[src/logic/ipcb_pkg.sv]
// Constants for the interrupt priority configuration bank.
// Assumes one 100 MHz system clock and a plain register port.
package ipcb_pkg;

	// Bus and bank sizes.
	localparam int IPCB_DATA_W  = 16;
	localparam int IPCB_ADDR_W  = 4;
	localparam int IPCB_FIELD_W = 2;
	localparam int IPCB_NUM_SRC = 15;
	localparam int IPCB_NUM_DBG = 5;

	// Register offsets in words.
	localparam logic [3:0] IPCB_OFF_DEBUG_EVENT = 4'h0;
	localparam logic [3:0] IPCB_OFF_DEBUG_COMM  = 4'h1;
	localparam logic [3:0] IPCB_OFF_SYSTEM      = 4'h2;
	localparam logic [3:0] IPCB_OFF_CAN         = 4'h3;

	// Implemented bits of each register; all other bits are reserved.
	localparam logic [15:0] IPCB_MASK_DEBUG_EVENT = 16'h3C00;
	localparam logic [15:0] IPCB_MASK_DEBUG_COMM  = 16'h003F;
	localparam logic [15:0] IPCB_MASK_SYSTEM      = 16'hFFC3;
	localparam logic [15:0] IPCB_MASK_CAN         = 16'h03FC;
	localparam logic [15:0] IPCB_RESET_PRIO       = 16'h0000;
	localparam logic [15:0] IPCB_READ_NONE        = 16'h0000;

	// Field positions (low bit of each two-bit field).
	localparam int IPCB_LSB_BREAKPOINT0 = 12;
	localparam int IPCB_LSB_STEP_COUNT  = 10;
	localparam int IPCB_LSB_DBG_RX_FULL = 4;
	localparam int IPCB_LSB_DBG_TX_EMPT = 2;
	localparam int IPCB_LSB_TRACE_BUF   = 0;
	localparam int IPCB_LSB_FLASH_BUFS  = 14;
	localparam int IPCB_LSB_FLASH_DONE  = 12;
	localparam int IPCB_LSB_FLASH_FAULT = 10;
	localparam int IPCB_LSB_PLL_SLIP    = 8;
	localparam int IPCB_LSB_UNDERVOLT   = 6;
	localparam int IPCB_LSB_EXT_LINE_A  = 0;
	localparam int IPCB_LSB_CAN_MAILBOX = 8;
	localparam int IPCB_LSB_CAN_WAKE    = 6;
	localparam int IPCB_LSB_CAN_FAULT   = 4;
	localparam int IPCB_LSB_CAN_BUSOFF  = 2;

	// Field encodings.
	localparam logic [1:0] IPCB_CODE_OFF   = 2'h0;
	localparam logic [1:0] IPCB_LEVEL_STEP = 2'h1;

	typedef logic [1:0] ipcb_level_t;

endpackage

[src/logic/ipcb_level_decode.sv]
// Decodes one two-bit priority field into a request and a level.
// Assumes the request input is already on the system clock.
`timescale 1ns/10ps
`default_nettype none
module ipcb_level_decode
	import ipcb_pkg::*;
#(
	parameter bit IS_DEBUG = 1'b0
) (
	input  wire ipcb_level_t code,
	input  wire logic        request,
	output logic             reqValid,
	output ipcb_level_t      reqLevel
);

	// A zero field disables the source; nonzero fields pass it on.
	assign reqValid = request && (code != IPCB_CODE_OFF);

	// Debug sources map codes to levels 1..3, all others to levels 0..2.
	assign reqLevel = IS_DEBUG ? code : ipcb_level_t'(code - IPCB_LEVEL_STEP);

endmodule
`default_nettype wire

[src/logic/ipcb_priority_bank.sv]
// Interrupt priority configuration bank: four priority registers and
// the per-source enable and level passed on to the arbitration logic.
// Assumes the register port and all source requests run on clk_sys.
//
// Summary of operation
// Reserved bits read zero and ignore writes.
// Debug fields: 00 off, 01..11 give levels 1..3.
// Other fields: 00 off, 01..11 give levels 0..2.
// Reset clears every field, so all sources start disabled.
// Offset 0 bits 13:12 hold the breakpoint unit 0 field.
// Offset 0 bits 11:10 hold the step counter field.
// Offset 1 bits 5:4 hold the debug receive-full field.
// Offset 1 bits 3:2 hold the debug transmit-empty field.
// Offset 1 bits 1:0 hold the trace buffer field.
// Offset 2 bits 15:14 hold the flash buffers-empty field.
// Offset 2 bits 13:12 hold the flash command-complete field.
// Offset 2 bits 11:10 hold the flash error field.
// Offset 2 bits 9:8 hold the PLL loss-of-lock field.
// Offset 2 bits 7:6 hold the low-voltage detector field.
// Offset 2 bits 1:0 hold the external line A field.
// Offset 3 bits 9:8 hold the CAN mailbox field.
// Offset 3 bits 7:6 hold the CAN wake-up field.
// Offset 3 bits 5:4 hold the CAN error field.
// Offset 3 bits 3:2 hold the CAN bus-off field.
// Requests pass only while their field is nonzero, with decoded level.
`timescale 1ns/10ps
`default_nettype none
module ipcb_priority_bank
	import ipcb_pkg::*;
(
	input  wire logic                      clk_sys,
	input  wire logic                      rst,
	input  wire logic [IPCB_ADDR_W-1:0]    regAddr,
	input  wire logic [IPCB_DATA_W-1:0]    regWrData,
	input  wire logic                      regWrStb,
	input  wire logic                      regRdStb,
	output logic      [IPCB_DATA_W-1:0]    regRdData,
	input  wire logic [IPCB_NUM_SRC-1:0]   srcRequest,
	output logic      [IPCB_NUM_SRC-1:0]   arbValid,
	output logic      [2*IPCB_NUM_SRC-1:0] arbLevel
);

	logic [IPCB_DATA_W-1:0]    debugEventPriorityA;
	logic [IPCB_DATA_W-1:0]    debugCommPriority;
	logic [IPCB_DATA_W-1:0]    systemEventPriority;
	logic [IPCB_DATA_W-1:0]    canEventPriority;
	ipcb_level_t               fieldCode [IPCB_NUM_SRC];
	logic [IPCB_NUM_SRC-1:0]   next_arbValid;
	logic [2*IPCB_NUM_SRC-1:0] next_arbLevel;
	logic [IPCB_NUM_SRC-1:0]   codeNonzero;

	// Register writes; only implemented bits are stored.
	always_ff @(posedge clk_sys) begin
		if (rst) begin
			debugEventPriorityA <= IPCB_RESET_PRIO;
			debugCommPriority   <= IPCB_RESET_PRIO;
			systemEventPriority <= IPCB_RESET_PRIO;
			canEventPriority    <= IPCB_RESET_PRIO;
		end else if (regWrStb) begin
			if (regAddr == IPCB_OFF_DEBUG_EVENT) begin
				debugEventPriorityA <= regWrData & IPCB_MASK_DEBUG_EVENT;
			end else if (regAddr == IPCB_OFF_DEBUG_COMM) begin
				debugCommPriority <= regWrData & IPCB_MASK_DEBUG_COMM;
			end else if (regAddr == IPCB_OFF_SYSTEM) begin
				systemEventPriority <= regWrData & IPCB_MASK_SYSTEM;
			end else if (regAddr == IPCB_OFF_CAN) begin
				canEventPriority <= regWrData & IPCB_MASK_CAN;
			end
		end
	end

	// Read data stands only in the cycle after the read strobe.
	always_ff @(posedge clk_sys) begin
		if (rst) begin
			regRdData <= IPCB_READ_NONE;
		end else if (regRdStb) begin
			if (regAddr == IPCB_OFF_DEBUG_EVENT) begin
				regRdData <= debugEventPriorityA & IPCB_MASK_DEBUG_EVENT;
			end else if (regAddr == IPCB_OFF_DEBUG_COMM) begin
				regRdData <= debugCommPriority & IPCB_MASK_DEBUG_COMM;
			end else if (regAddr == IPCB_OFF_SYSTEM) begin
				regRdData <= systemEventPriority & IPCB_MASK_SYSTEM;
			end else if (regAddr == IPCB_OFF_CAN) begin
				regRdData <= canEventPriority & IPCB_MASK_CAN;
			end else begin
				regRdData <= IPCB_READ_NONE;
			end
		end else begin
			regRdData <= IPCB_READ_NONE;
		end
	end

	// Field extraction, one source per line, debug sources first.
	assign fieldCode[0]  = debugEventPriorityA[IPCB_LSB_BREAKPOINT0 +: IPCB_FIELD_W];
	assign fieldCode[1]  = debugEventPriorityA[IPCB_LSB_STEP_COUNT +: IPCB_FIELD_W];
	assign fieldCode[2]  = debugCommPriority[IPCB_LSB_DBG_RX_FULL +: IPCB_FIELD_W];
	assign fieldCode[3]  = debugCommPriority[IPCB_LSB_DBG_TX_EMPT +: IPCB_FIELD_W];
	assign fieldCode[4]  = debugCommPriority[IPCB_LSB_TRACE_BUF +: IPCB_FIELD_W];
	assign fieldCode[5]  = systemEventPriority[IPCB_LSB_FLASH_BUFS +: IPCB_FIELD_W];
	assign fieldCode[6]  = systemEventPriority[IPCB_LSB_FLASH_DONE +: IPCB_FIELD_W];
	assign fieldCode[7]  = systemEventPriority[IPCB_LSB_FLASH_FAULT +: IPCB_FIELD_W];
	assign fieldCode[8]  = systemEventPriority[IPCB_LSB_PLL_SLIP +: IPCB_FIELD_W];
	assign fieldCode[9]  = systemEventPriority[IPCB_LSB_UNDERVOLT +: IPCB_FIELD_W];
	assign fieldCode[10] = systemEventPriority[IPCB_LSB_EXT_LINE_A +: IPCB_FIELD_W];
	assign fieldCode[11] = canEventPriority[IPCB_LSB_CAN_MAILBOX +: IPCB_FIELD_W];
	assign fieldCode[12] = canEventPriority[IPCB_LSB_CAN_WAKE +: IPCB_FIELD_W];
	assign fieldCode[13] = canEventPriority[IPCB_LSB_CAN_FAULT +: IPCB_FIELD_W];
	assign fieldCode[14] = canEventPriority[IPCB_LSB_CAN_BUSOFF +: IPCB_FIELD_W];

	// One decoder per source; the first sources use the debug encoding.
	genvar gi;
	generate
		for (gi = 0; gi < IPCB_NUM_SRC; gi++) begin : g_src
			ipcb_level_decode #(
				.IS_DEBUG (gi < IPCB_NUM_DBG)
			) u_dec (
				.code     (fieldCode[gi]),
				.request  (srcRequest[gi]),
				.reqValid (next_arbValid[gi]),
				.reqLevel (next_arbLevel[2*gi +: 2])
			);
			assign codeNonzero[gi] = (fieldCode[gi] != IPCB_CODE_OFF);
		end
	endgenerate

	// Requests to the arbiter are registered so they change on clock edges.
	always_ff @(posedge clk_sys) begin
		if (rst) begin
			arbValid <= '0;
			arbLevel <= '0;
		end else begin
			arbValid <= next_arbValid;
			arbLevel <= next_arbLevel;
		end
	end

	// Helper state for the checks: the address and read strobe of the previous cycle.
	logic [IPCB_ADDR_W-1:0] rdAddrQ;
	logic                   rdPend;
	logic [IPCB_DATA_W-1:0] rdMaskQ;

	always_ff @(posedge clk_sys) begin
		if (rst) begin
			rdAddrQ <= '0;
			rdPend  <= 1'b0;
		end else begin
			rdAddrQ <= regAddr;
			rdPend  <= regRdStb;
		end
	end

	// Mask of implemented bits for the previously read address.
	always_comb begin
		if (rdAddrQ == IPCB_OFF_DEBUG_EVENT) begin
			rdMaskQ = IPCB_MASK_DEBUG_EVENT;
		end else if (rdAddrQ == IPCB_OFF_DEBUG_COMM) begin
			rdMaskQ = IPCB_MASK_DEBUG_COMM;
		end else if (rdAddrQ == IPCB_OFF_SYSTEM) begin
			rdMaskQ = IPCB_MASK_SYSTEM;
		end else if (rdAddrQ == IPCB_OFF_CAN) begin
			rdMaskQ = IPCB_MASK_CAN;
		end else begin
			rdMaskQ = IPCB_READ_NONE;
		end
	end

	// Reserved and unmapped bits never appear on a read.
	a_reserved_read_zero: assert property (
		@(posedge clk_sys) disable iff (rst)
		rdPend |-> ((regRdData & ~rdMaskQ) == IPCB_READ_NONE)
	) else $error("Reserved bit read back as one.");

	// Writing all ones to offset 2 then reading it returns just the implemented bits.
	a_reserved_write_drop: assert property (
		@(posedge clk_sys) disable iff (rst)
		(regWrStb && regAddr == IPCB_OFF_SYSTEM && regWrData == 16'hFFFF)
		##1 (regRdStb && regAddr == IPCB_OFF_SYSTEM && !regWrStb)
		|=> (regRdData == IPCB_MASK_SYSTEM)
	) else $error("Reserved bits took a written value.");

	// Read data stands for one cycle only.
	a_read_one_cycle: assert property (
		@(posedge clk_sys) disable iff (rst)
		!regRdStb |=> (regRdData == IPCB_READ_NONE)
	) else $error("Read data outlived its cycle.");

	// Reset leaves every source disabled and quiet.
	a_reset_disables: assert property (
		@(posedge clk_sys)
		rst |=> (codeNonzero == '0) && (arbValid == '0) && (arbLevel == '0)
	) else $error("A source is enabled right after reset.");

	// A request reaches the arbiter exactly when enabled and raised.
	a_request_gating: assert property (
		@(posedge clk_sys) disable iff (rst)
		##1 (arbValid == $past(codeNonzero & srcRequest))
	) else $error("Request gating disagrees with field enables.");

	// Debug breakpoint field decodes straight to level 1..3.
	a_debug_level_map: assert property (
		@(posedge clk_sys) disable iff (rst)
		(fieldCode[0] != IPCB_CODE_OFF && srcRequest[0])
		|=> arbValid[0] && (arbLevel[1:0] == $past(fieldCode[0]))
	) else $error("Debug source level is wrong.");

	// Flash error field decodes to one level below its code.
	a_system_level_map: assert property (
		@(posedge clk_sys) disable iff (rst)
		(fieldCode[7] != IPCB_CODE_OFF && srcRequest[7])
		|=> arbValid[7] && (arbLevel[15:14] == 2'($past(fieldCode[7]) - 2'h1))
	) else $error("System source level is wrong.");

	// Top code of a non-debug source gives level 2, never 3.
	a_no_level_three: assert property (
		@(posedge clk_sys) disable iff (rst)
		(fieldCode[14] == 2'h3 && srcRequest[14])
		|=> (arbLevel[29:28] == 2'h2)
	) else $error("Non-debug source reached level 3.");

	// Step counter field follows a write to offset 0.
	a_step_field_write: assert property (
		@(posedge clk_sys) disable iff (rst)
		(regWrStb && regAddr == IPCB_OFF_DEBUG_EVENT)
		|=> (fieldCode[1] == $past(regWrData[11:10]))
	) else $error("Step counter field missed a write.");

	// Breakpoint field follows a write to offset 0.
	a_bkpt_field_write: assert property (
		@(posedge clk_sys) disable iff (rst)
		(regWrStb && regAddr == IPCB_OFF_DEBUG_EVENT)
		|=> (fieldCode[0] == $past(regWrData[13:12]))
	) else $error("Breakpoint field missed a write.");

	// Debug receive-full field follows a write to offset 1.
	a_rx_field_write: assert property (
		@(posedge clk_sys) disable iff (rst)
		(regWrStb && regAddr == IPCB_OFF_DEBUG_COMM)
		|=> (fieldCode[2] == $past(regWrData[5:4]))
	) else $error("Receive-full field missed a write.");

	// PLL field follows a write to offset 2 and holds without writes.
	a_pll_field_write: assert property (
		@(posedge clk_sys) disable iff (rst)
		(regWrStb && regAddr == IPCB_OFF_SYSTEM) ##1 !regWrStb
		|=> (fieldCode[8] == $past(regWrData[9:8], 2))
	) else $error("PLL field missed a write or changed alone.");

	// External line A field follows a write to offset 2.
	a_ext_a_field_write: assert property (
		@(posedge clk_sys) disable iff (rst)
		(regWrStb && regAddr == IPCB_OFF_SYSTEM)
		|=> (fieldCode[10] == $past(regWrData[1:0]))
	) else $error("External line A field missed a write.");

	// CAN bus-off field follows a write to offset 3.
	a_busoff_field_write: assert property (
		@(posedge clk_sys) disable iff (rst)
		(regWrStb && regAddr == IPCB_OFF_CAN)
		|=> (fieldCode[14] == $past(regWrData[3:2]))
	) else $error("CAN bus-off field missed a write.");

	// Debug transmit-empty field follows a write to offset 1.
	a_tx_field_write: assert property (
		@(posedge clk_sys) disable iff (rst)
		(regWrStb && regAddr == IPCB_OFF_DEBUG_COMM)
		|=> (fieldCode[3] == $past(regWrData[3:2]))
	) else $error("Transmit-empty field missed a write.");

	// Trace buffer field follows a write to offset 1.
	a_trace_field_write: assert property (
		@(posedge clk_sys) disable iff (rst)
		(regWrStb && regAddr == IPCB_OFF_DEBUG_COMM)
		|=> (fieldCode[4] == $past(regWrData[1:0]))
	) else $error("Trace buffer field missed a write.");

	// Flash buffers-empty field follows a write to offset 2.
	a_flash_bufs_write: assert property (
		@(posedge clk_sys) disable iff (rst)
		(regWrStb && regAddr == IPCB_OFF_SYSTEM)
		|=> (fieldCode[5] == $past(regWrData[15:14]))
	) else $error("Flash buffers field missed a write.");

	// Flash command-complete field follows a write to offset 2.
	a_flash_done_write: assert property (
		@(posedge clk_sys) disable iff (rst)
		(regWrStb && regAddr == IPCB_OFF_SYSTEM)
		|=> (fieldCode[6] == $past(regWrData[13:12]))
	) else $error("Flash done field missed a write.");

	// Flash error field follows a write to offset 2.
	a_flash_fault_write: assert property (
		@(posedge clk_sys) disable iff (rst)
		(regWrStb && regAddr == IPCB_OFF_SYSTEM)
		|=> (fieldCode[7] == $past(regWrData[11:10]))
	) else $error("Flash error field missed a write.");

	// Low-voltage detector field follows a write to offset 2.
	a_undervolt_write: assert property (
		@(posedge clk_sys) disable iff (rst)
		(regWrStb && regAddr == IPCB_OFF_SYSTEM)
		|=> (fieldCode[9] == $past(regWrData[7:6]))
	) else $error("Low-voltage field missed a write.");

	// CAN mailbox field follows a write to offset 3.
	a_mailbox_write: assert property (
		@(posedge clk_sys) disable iff (rst)
		(regWrStb && regAddr == IPCB_OFF_CAN)
		|=> (fieldCode[11] == $past(regWrData[9:8]))
	) else $error("CAN mailbox field missed a write.");

	// CAN wake-up field follows a write to offset 3.
	a_can_wake_write: assert property (
		@(posedge clk_sys) disable iff (rst)
		(regWrStb && regAddr == IPCB_OFF_CAN)
		|=> (fieldCode[12] == $past(regWrData[7:6]))
	) else $error("CAN wake-up field missed a write.");

	// CAN error field follows a write to offset 3.
	a_can_fault_write: assert property (
		@(posedge clk_sys) disable iff (rst)
		(regWrStb && regAddr == IPCB_OFF_CAN)
		|=> (fieldCode[13] == $past(regWrData[5:4]))
	) else $error("CAN error field missed a write.");

	// A write to an unmapped offset leaves every register as it was.
	a_unmapped_write_ignored: assert property (
		@(posedge clk_sys) disable iff (rst)
		(regWrStb && regAddr > IPCB_OFF_CAN)
		|=> $stable({debugEventPriorityA, debugCommPriority, systemEventPriority, canEventPriority})
	) else $error("An unmapped write changed a register.");

	// Without a write strobe no register changes.
	a_fields_hold: assert property (
		@(posedge clk_sys) disable iff (rst)
		!regWrStb
		|=> $stable({debugEventPriorityA, debugCommPriority, systemEventPriority, canEventPriority})
	) else $error("A register changed without a write.");

	// Flash buffers field reads back two cycles after its write.
	a_flash_readback: assert property (
		@(posedge clk_sys) disable iff (rst)
		(regWrStb && regAddr == IPCB_OFF_SYSTEM)
		##1 (regRdStb && regAddr == IPCB_OFF_SYSTEM && !regWrStb)
		|=> (regRdData[15:14] == $past(regWrData[15:14], 2))
	) else $error("Flash buffers field read back wrong.");

endmodule
`default_nettype wire

[config.mk]
export PLATFORM = sky130hd
export DESIGN_NAME = ipcb_priority_bank
export DESIGN_NICKNAME = d
export VERILOG_FILES = /design/src/logic/ipcb_pkg.sv /design/src/logic/ipcb_level_decode.sv /design/src/logic/ipcb_priority_bank.sv
export SDC_FILE = /design/constraint.sdc
export NUM_CORES = 1
export LEC_CHECK = 0
export ABC_AREA = 1
export BUFFER_PORTS_ARGS = -buffer_cell sky130_fd_sc_hd__buf_2
export CAP_MARGIN = 30
export CELL_PAD_IN_SITES_DETAIL_PLACEMENT = 1
export CELL_PAD_IN_SITES_GLOBAL_PLACEMENT = 2
export CORE_MARGIN = 2
export CORE_UTILIZATION = 26
export CTS_CLUSTER_DIAMETER = 60
export DETAILED_ROUTE_END_ITERATION = 6
export PLACE_DENSITY = 0.83
export SYNTH_ARGS = -nofsm -noshare
export SYNTH_HDL_FRONTEND = slang
export SYNTH_HIERARCHICAL = 1
export SYNTH_SLANG_ARGS = --single-unit
[constraint.sdc]
create_clock -name clk_sys -period 0.8 [get_ports clk_sys]
set_input_delay 0.04 -clock clk_sys [delete_from_list [all_inputs] [get_ports clk_sys]]
set_output_delay 0.04 -clock clk_sys [all_outputs]
set_load 0.1 [all_outputs]
==> summary.txt, run 1 <==
Run status
  – Status: finished with violations
  – Failing checks: setup timing

Place
  – Number of port buffers: 99
  – Post-DP HPWL: 8210 um
  – Pre-CTS WS: -0.252 ns
  – Routability cong.: 0.852

Logic synthesis
  – Top_reg_cell synth: dfxtp_1
  – Mapped Area: 3870 um^2
  – Synth unique cells: 18
  – #FFs+latches synth: 91
  – Yosys Warn Count: 6
  – Post-Syn Instances: 548
  – Area leader, netlist: dfxtp_1
  – Syn nets: 597
  – Post-synth EDFFs: 0
  – Area contributors post-synth: dfxtp_1, inv_1, nor2_1
  – Post-synth top cells: inv_1, dfxtp_1, nor2_1, nand2_1
  – Seq/Total Area, Yosys: 0.471
  – Post-synth top area share: 0.471
  – Mean Syn Cell Area: 7.06 um^2
  – Post-synth ARST share: 0
  – Most frequent cell after synthesis: inv_1

Worst setup path
  – CP Class: register to output pin
  – Critical Path RT: 0.76 ns
  – Slowest stage delay, CP: 0.36 ns
  – Reg-to-reg startpoint: systemEventPriority[0]$_SDFFE_PP0P_
  – Register-to-Register Path Depth: 5
  – Internal reg-to-reg setup slack: -0.07 ns
  – Critical-path top delay cell: dfxtp_2
  – Startpoint Class: register
  – Max FO, Critical Path: 1
  – Crit path buf inv count: 1
  – R2r endpoint: arbLevel[21]$_SDFF_PP0_
  – Crit path from: regRdData[9]$_SDFF_PP0_
  – Worst Setup End Kind: output pin
  – Worst path top cell family by delay: flip-flops
  – Critical path cell sequence: buf_12
  – Worst EP arrival: 0.88 ns

Final layout
  – Layout cells sized above 1: 0.480
  – Area grow syn2layout: 66.1%
  – Nets: 736
  – Ant. Diodes: 0

Detailed routing
  – Post-route antenna net violation count: 0
  – Vias per cell: 4.18
  – DRC Markers: 0
  – WL final: 11000 um
  – Iteration-0 DRC Markers: 135
  – WL/cell: 12.6 um
  – Drt first pass iters: 4
  – Via count: 3658

Timing
  – Slew HR: 0.668
  – Slew @ Worst Pin: 0.498 ns
  – Setup ws final: -0.121 ns
  – Setup Skew: 0.00549 ns
  – Fin crit period: 0.921 ns
  – Fmax: 1090 MHz
  – Slew Limit Fails: 0
  – Final setup TNS: -6.55 ns
  – Tcrit/Tclk final: 1.15
  – Final-report hold violation count: 0
  – Final setup viols: 73
  – RSZ-0062 raised after global routing: yes

Clock network
  – CTS clk-pin slew, worst paths: 0.06 ns
  – CTS Buffer Depth: 2
  – CTS H-tree lvls: 3
  – CTS tree: built
  – Clock root buffer: clkbuf_16
  – Latest clock arrival within the worst-skew pair: 0.35 ns
  – CTS Buf Count: 9
  – Clock sink count: 91

Run
  – Max Cap Viol: 0

Hold path
  – Hold EP: regRdData[0]$_SDFF_PP0_
  – Hold Path Cell Cnt: 4
  – Worst Hold Class: input port to register
  – Hold path start: regAddr[0]

Die
  – Die outline height: 126 um
  – Io pins: 100
  – Core footprint: 14500 um^2
  – Starting density of the core: 0.266
  – Num rows: 44
  – Die X: 126 um
  – Die area: 15900 um^2

Power
  – Pleak: 2.97 nW
  – Pwr Density: 1650 nW/um^2
  – Maximum VDD drop: 799 uV

Global routing
  – Vias in the first global route: 3933
  – GR Overflow Total: 0
  – Antenna violations before repair: 0
  – First-pass GRT wire length: 18400 um
  – GRT Overall Usage: 0.144
  – Largest net degree at the start of global routing: 46
==> worst max-delay path by stage <==
| stage | depth (start not counted) | end |
|---|---|---|
| 6_report | 1 | regRdData[9] |
| 3_3_place_gp | 7 | regRdData[6]$_SDFF_PP0_ |
| 4_1_cts | 1 | regRdData[9] |
| 3_5_place_dp | 7 | debugCommPriority[4]$_SDFFE_PP0P_ |
| 5_1_grt | 1 | arbLevel[18] |
| 2_1_floorplan | 5 | arbLevel[15]$_SDFF_PP0_ |
==> registers in the layout, summed over array words and instances, names as in the netlist <==
signal               count
arbLevel                30
canEventPriority         8
arbValid                15
regRdData               16
debugEventPriorityA      4
systemEventPriority     12
debugCommPriority        6
==> placed cells by master, fill, tap and decap left out, types with 4 or more instances in the layout <==
master,synthesis,routed
a21oi_1,13,8
a21oi_2,0,5
buf_12,0,64
buf_2,11,38
buf_4,12,40
buf_6,0,4
clkbuf_16,0,9
dfxtp_2,0,89
dlygate4sd3_1,0,15
ha_4,0,10
inv_1,169,123
inv_2,1,47
nand2_1,65,64
nand3_1,31,29
nand4_1,31,31
nor2_1,87,83
nor2_2,12,15
==> timing repair <==
item                                    in CTS  in global routing
gates cloned                                 0                  0
hold buffers                                15                  0
gates resized for setup                     31                 26
endpoints found under the setup margin      82                103
pin swaps                                   20                 13
setup buffers                                4                  3
hold endpoints to repair                    15                  0
==> layout make-up <==
class	count	area (um^2)
Fill cell	1713	8110
Clock buffer	12	246
Clock inverter	3	15.0
Tap cell	184	230
Multi-Input combinational cell	253	1390
Timing Repair Buffer	161	1970
Inverter	171	642
Sequential cell	91	1930
==> metal layers <==
metal  vias up  share of wire  global-route usage
met5         -              0                   0
met4         0          0.026              0.0705
met3        18          0.039              0.0297
met2        76           0.52               0.257
met1      1717           0.42               0.164
li1       1847              -                   -
==> where the power goes <==
part / internal, mW / switching [mW]
combinational: 0.724 / 1.17
clock: 2.16 / 1.77
sequential: 4.68 / 0.102
==> logic make-up (layout without fill, tap and decap cells) <==
family          Yosys count  after routing  share of synthesized area
compound gates           14             14                     0.0181
simple gates            229            229                      0.266
fa+ha+maj                10             10                     0.0323
flops                    91             91                      0.471
buf+inv                 204            347                      0.213
==> metrics by stage <==
stage | hold slack [ns] | std cells | total power [mW] | area, um^2 | util
2_1_floorplan | 0.209 | 548 | 5.94 | 4080 | -
3_3_place_gp | 0.320 | 841 | 6.65 | 5900 | 0.406
3_5_place_dp | 0.326 | 841 | 6.69 | 5900 | 0.406
4_1_cts | 0.0465 | 875 | 10.7 | 6370 | 0.439
5_1_grt | 0.0709 | 875 | 11.1 | 6430 | 0.442
6_report | 0.0540 | 875 | 10.6 | 6430 | 0.442
(Power assumes the default switching activity.)
==> inputs of run 2 (changes only) <==
CORE_UTILIZATION = 28   (was 26)
PLACE_DENSITY = 0.85   (was 0.83)
SKIP_LAST_GASP = 1   (was default)
clock period = 1 ns   (was 0.8 ns; I/O delays follow)
==> summary.txt, run 2 (same netlist as run 1, synthesis figures left out) <==
Timing
  – Slew @ Worst Pin: 0.453 ns (-0.0451 ns)
  – RSZ-0062 raised after global routing: yes
  – Fin crit period: 0.948 ns
  – Final setup TNS: 0 ns (+6.55 ns)
  – Final setup viols: 0 (-100%)
  – Tcrit/Tclk final: 0.948
  – Setup Skew: 0.00542 ns (-0.0000754 ns)
  – Final-report hold violation count: 0 (unchanged)
  – Fmax: 1060 MHz
  – Slew Limit Fails: 0 (unchanged)
  – Slew HR: 0.698 (+0.0301)

Detailed routing
  – WL/cell: 12.3 um (-2.4%)
  – Vias per cell: 4.13 (-1.1%)
  – Via count: 3488 (-4.6%)
  – Iteration-0 DRC Markers: 94 (-30%)
  – WL final: 10300 um (-5.9%)
  – Drt first pass iters: 4 (unchanged)
  – Post-route antenna net violation count: 0 (unchanged)
  – DRC Markers: 0 (unchanged)

Place
  – Cell area after placement: 5520 um^2 (-6.5%)
  – Number of port buffers: 99 (unchanged)
  – Post-DP HPWL: 7910 um (-3.6%)
  – Routability cong.: 0.897 (+5.2%)

Clock network
  – CTS Buf Count: 9 (unchanged)
  – CTS Buffer Depth: 2 (unchanged)
  – Setup Fix Bufs, Post-CTS: 0 (-4)
  – CTS clk-pin slew, worst paths: 0.06 ns (about the same)
  – CTS H-tree lvls: 3 (unchanged)
  – CTS tree: built
  – Clock root buffer: clkbuf_16
  – Clock sink count: 91 (unchanged)
  – Latest clock arrival within the worst-skew pair: 0.34 ns (about the same)

Global routing
  – Vias in the first global route: 3713 (-5.6%)
  – Largest net degree at the start of global routing: 46 (unchanged)
  – Antenna violations before repair: 0 (unchanged)
  – GR Overflow Total: 0 (unchanged)
  – GRT Overall Usage: 0.151 (+0.00681)
  – First-pass GRT wire length: 17400 um (-5.3%)

Die
  – Starting density of the core: 0.290 (+0.0237)
  – Die X: 122 um (-3.5%)
  – Die outline height: 122 um (-3.5%)
  – Die area: 14800 um^2 (-6.9%)
  – Io pins: 100 (unchanged)
  – Num rows: 42 (-4.5%)
  – Core footprint: 13300 um^2 (-8.2%)

Power
  – Pwr Density: 1470 nW/um^2 (-11%)
  – Maximum VDD drop: 797 uV (-0.19%)
  – Final Power: 8.74 mW (-18%)
  – Pleak: 2.83 nW (-4.8%)

Worst setup path
  – Crit path buf inv count: 1 (unchanged)
  – Critical path cell sequence: buf_12
  – Worst EP arrival: 0.90 ns (+0.02 ns)
  – Max FO, Critical Path: 1 (unchanged)
  – Worst Setup End Kind: output pin
  – CP Class: register to output pin
  – Slowest stage delay, CP: 0.37 ns (about the same)
  – Critical Path RT: 0.95 ns (+0.19 ns)
  – Critical-path top delay cell: dfxtp_1
  – Worst path top cell family by delay: flip-flops
  – Register-to-Register Path Depth: 5 (unchanged)
  – Startpoint Class: register
  – Critical path depth: 1 (unchanged)

Final layout
  – Nets: 711 (-3.4%)
  – Commonest non-fill, non-tap cell in the layout: inv_1
  – Commonest non-fill, non-tap cells in the layout: inv_1, nor2_1, dfxtp_1
  – Fin area: 5960 um^2 (-7.2%)
  – Leading registers by flop count: arbLevel (30), regRdData (16), arbValid (15)
  – Area grow syn2layout: 54.1%
  – Layout cells sized above 1: 0.244 (-0.236)
  – Fillers: 1643 (-4.1%)
  – Max FFs per register: 30 (unchanged)
  – Storage cell area: 1830 um^2 (-5.3%)
  – Multi-input gate area: 1220 um^2 (-12%)
  – Most flops, register: arbLevel

Hold path
  – Hold Path Cell Cnt: 5 (+1)
  – Worst Hold Class: input port to register

Run
  – Max Cap Viol: 0 (unchanged)

Run status
  – Status: finished clean
[run 2: cell count changes in the layout (fill, tap and decap cells not counted), moves of 3 or more]
cell           previous run  this run
dlygate4sd3_1            15        12
dfxtp_1                   2        84
buf_4                    40        24
inv_2                    47         1
ha_4                     10         0
a21oi_1                   8        13
a21oi_2                   5         0
buf_6                     4         0
nor2_1                   83        87
nor2_2                   15        12
ha_1                      0        10
dfxtp_2                  89         7
inv_1                   123       169
[run 2: final timing paths]
path / start / slack, ns / endpoint
hold / removal: srcRequest[8] / 0.008 / arbValid[8]$_SDFF_PP0_
hold reg to reg: systemEventPriority[15]$_SDFFE_PP0P_ / 0.45 / regRdData[15]$_SDFF_PP0_
setup / recovery: regRdData[15]$_SDFF_PP0_ / 0.05 / regRdData[15]
setup reg to reg: systemEventPriority[0]$_SDFFE_PP0P_ / 0.08 / arbLevel[21]$_SDFF_PP0_
[run 2: power by group]
group	internal (mW)	switching, mW	total [mW]
clock	2.13	1.41	3.54
sequential	3.72	0.0796	3.80
combinational	0.502	0.894	1.40
total	6.36	2.38	8.74
[run 2: area by class of cell]
class                      instances  area share
antenna                            1    0.000420
clock buffer                      12      0.0447
clock inverter                     4     0.00797
inverter                         171       0.108
multi-input combinational        253       0.205
sequential                        91       0.307
tap                              176      0.0369
timing repair buffer             136       0.290
[run 2: per-layer routing]
metal / vias to the layer above / track usage / wire, um
li1: 1803 / - / -
met1: 1610 / 0.170 / 4410
met2: 66 / 0.275 / 5330
met3: 9 / 0.0449 / 475
met4: 0 / 0.0453 / 125
met5: - / 0 / 0
[run 2: worst min-delay path, stage by stage]
cell,delay (ns)
buf_2,0.10
inv_1,0.06
nor2_2,0.03
inv_1,0.04
nor2_1,0.03
[run 2: what timing repair did]
item	in CTS	in global routing
hold buffers	12	0
hold endpoints to repair	12	0
setup endpoints to repair	0	9
resized for setup	0	7
[run 2: through the flow]
step,util,cells,hold slack (ns),setup slack [ns]
global route,0.447,843,0.0244,-0.0135
global placement,0.413,815,0.340,-0.0122
floorplan,-,548,0.226,0.0410
finish,0.447,844,0.00849,0.0523
CTS,0.446,843,0.00747,0.00813
detailed placement,0.413,815,0.348,-0.111
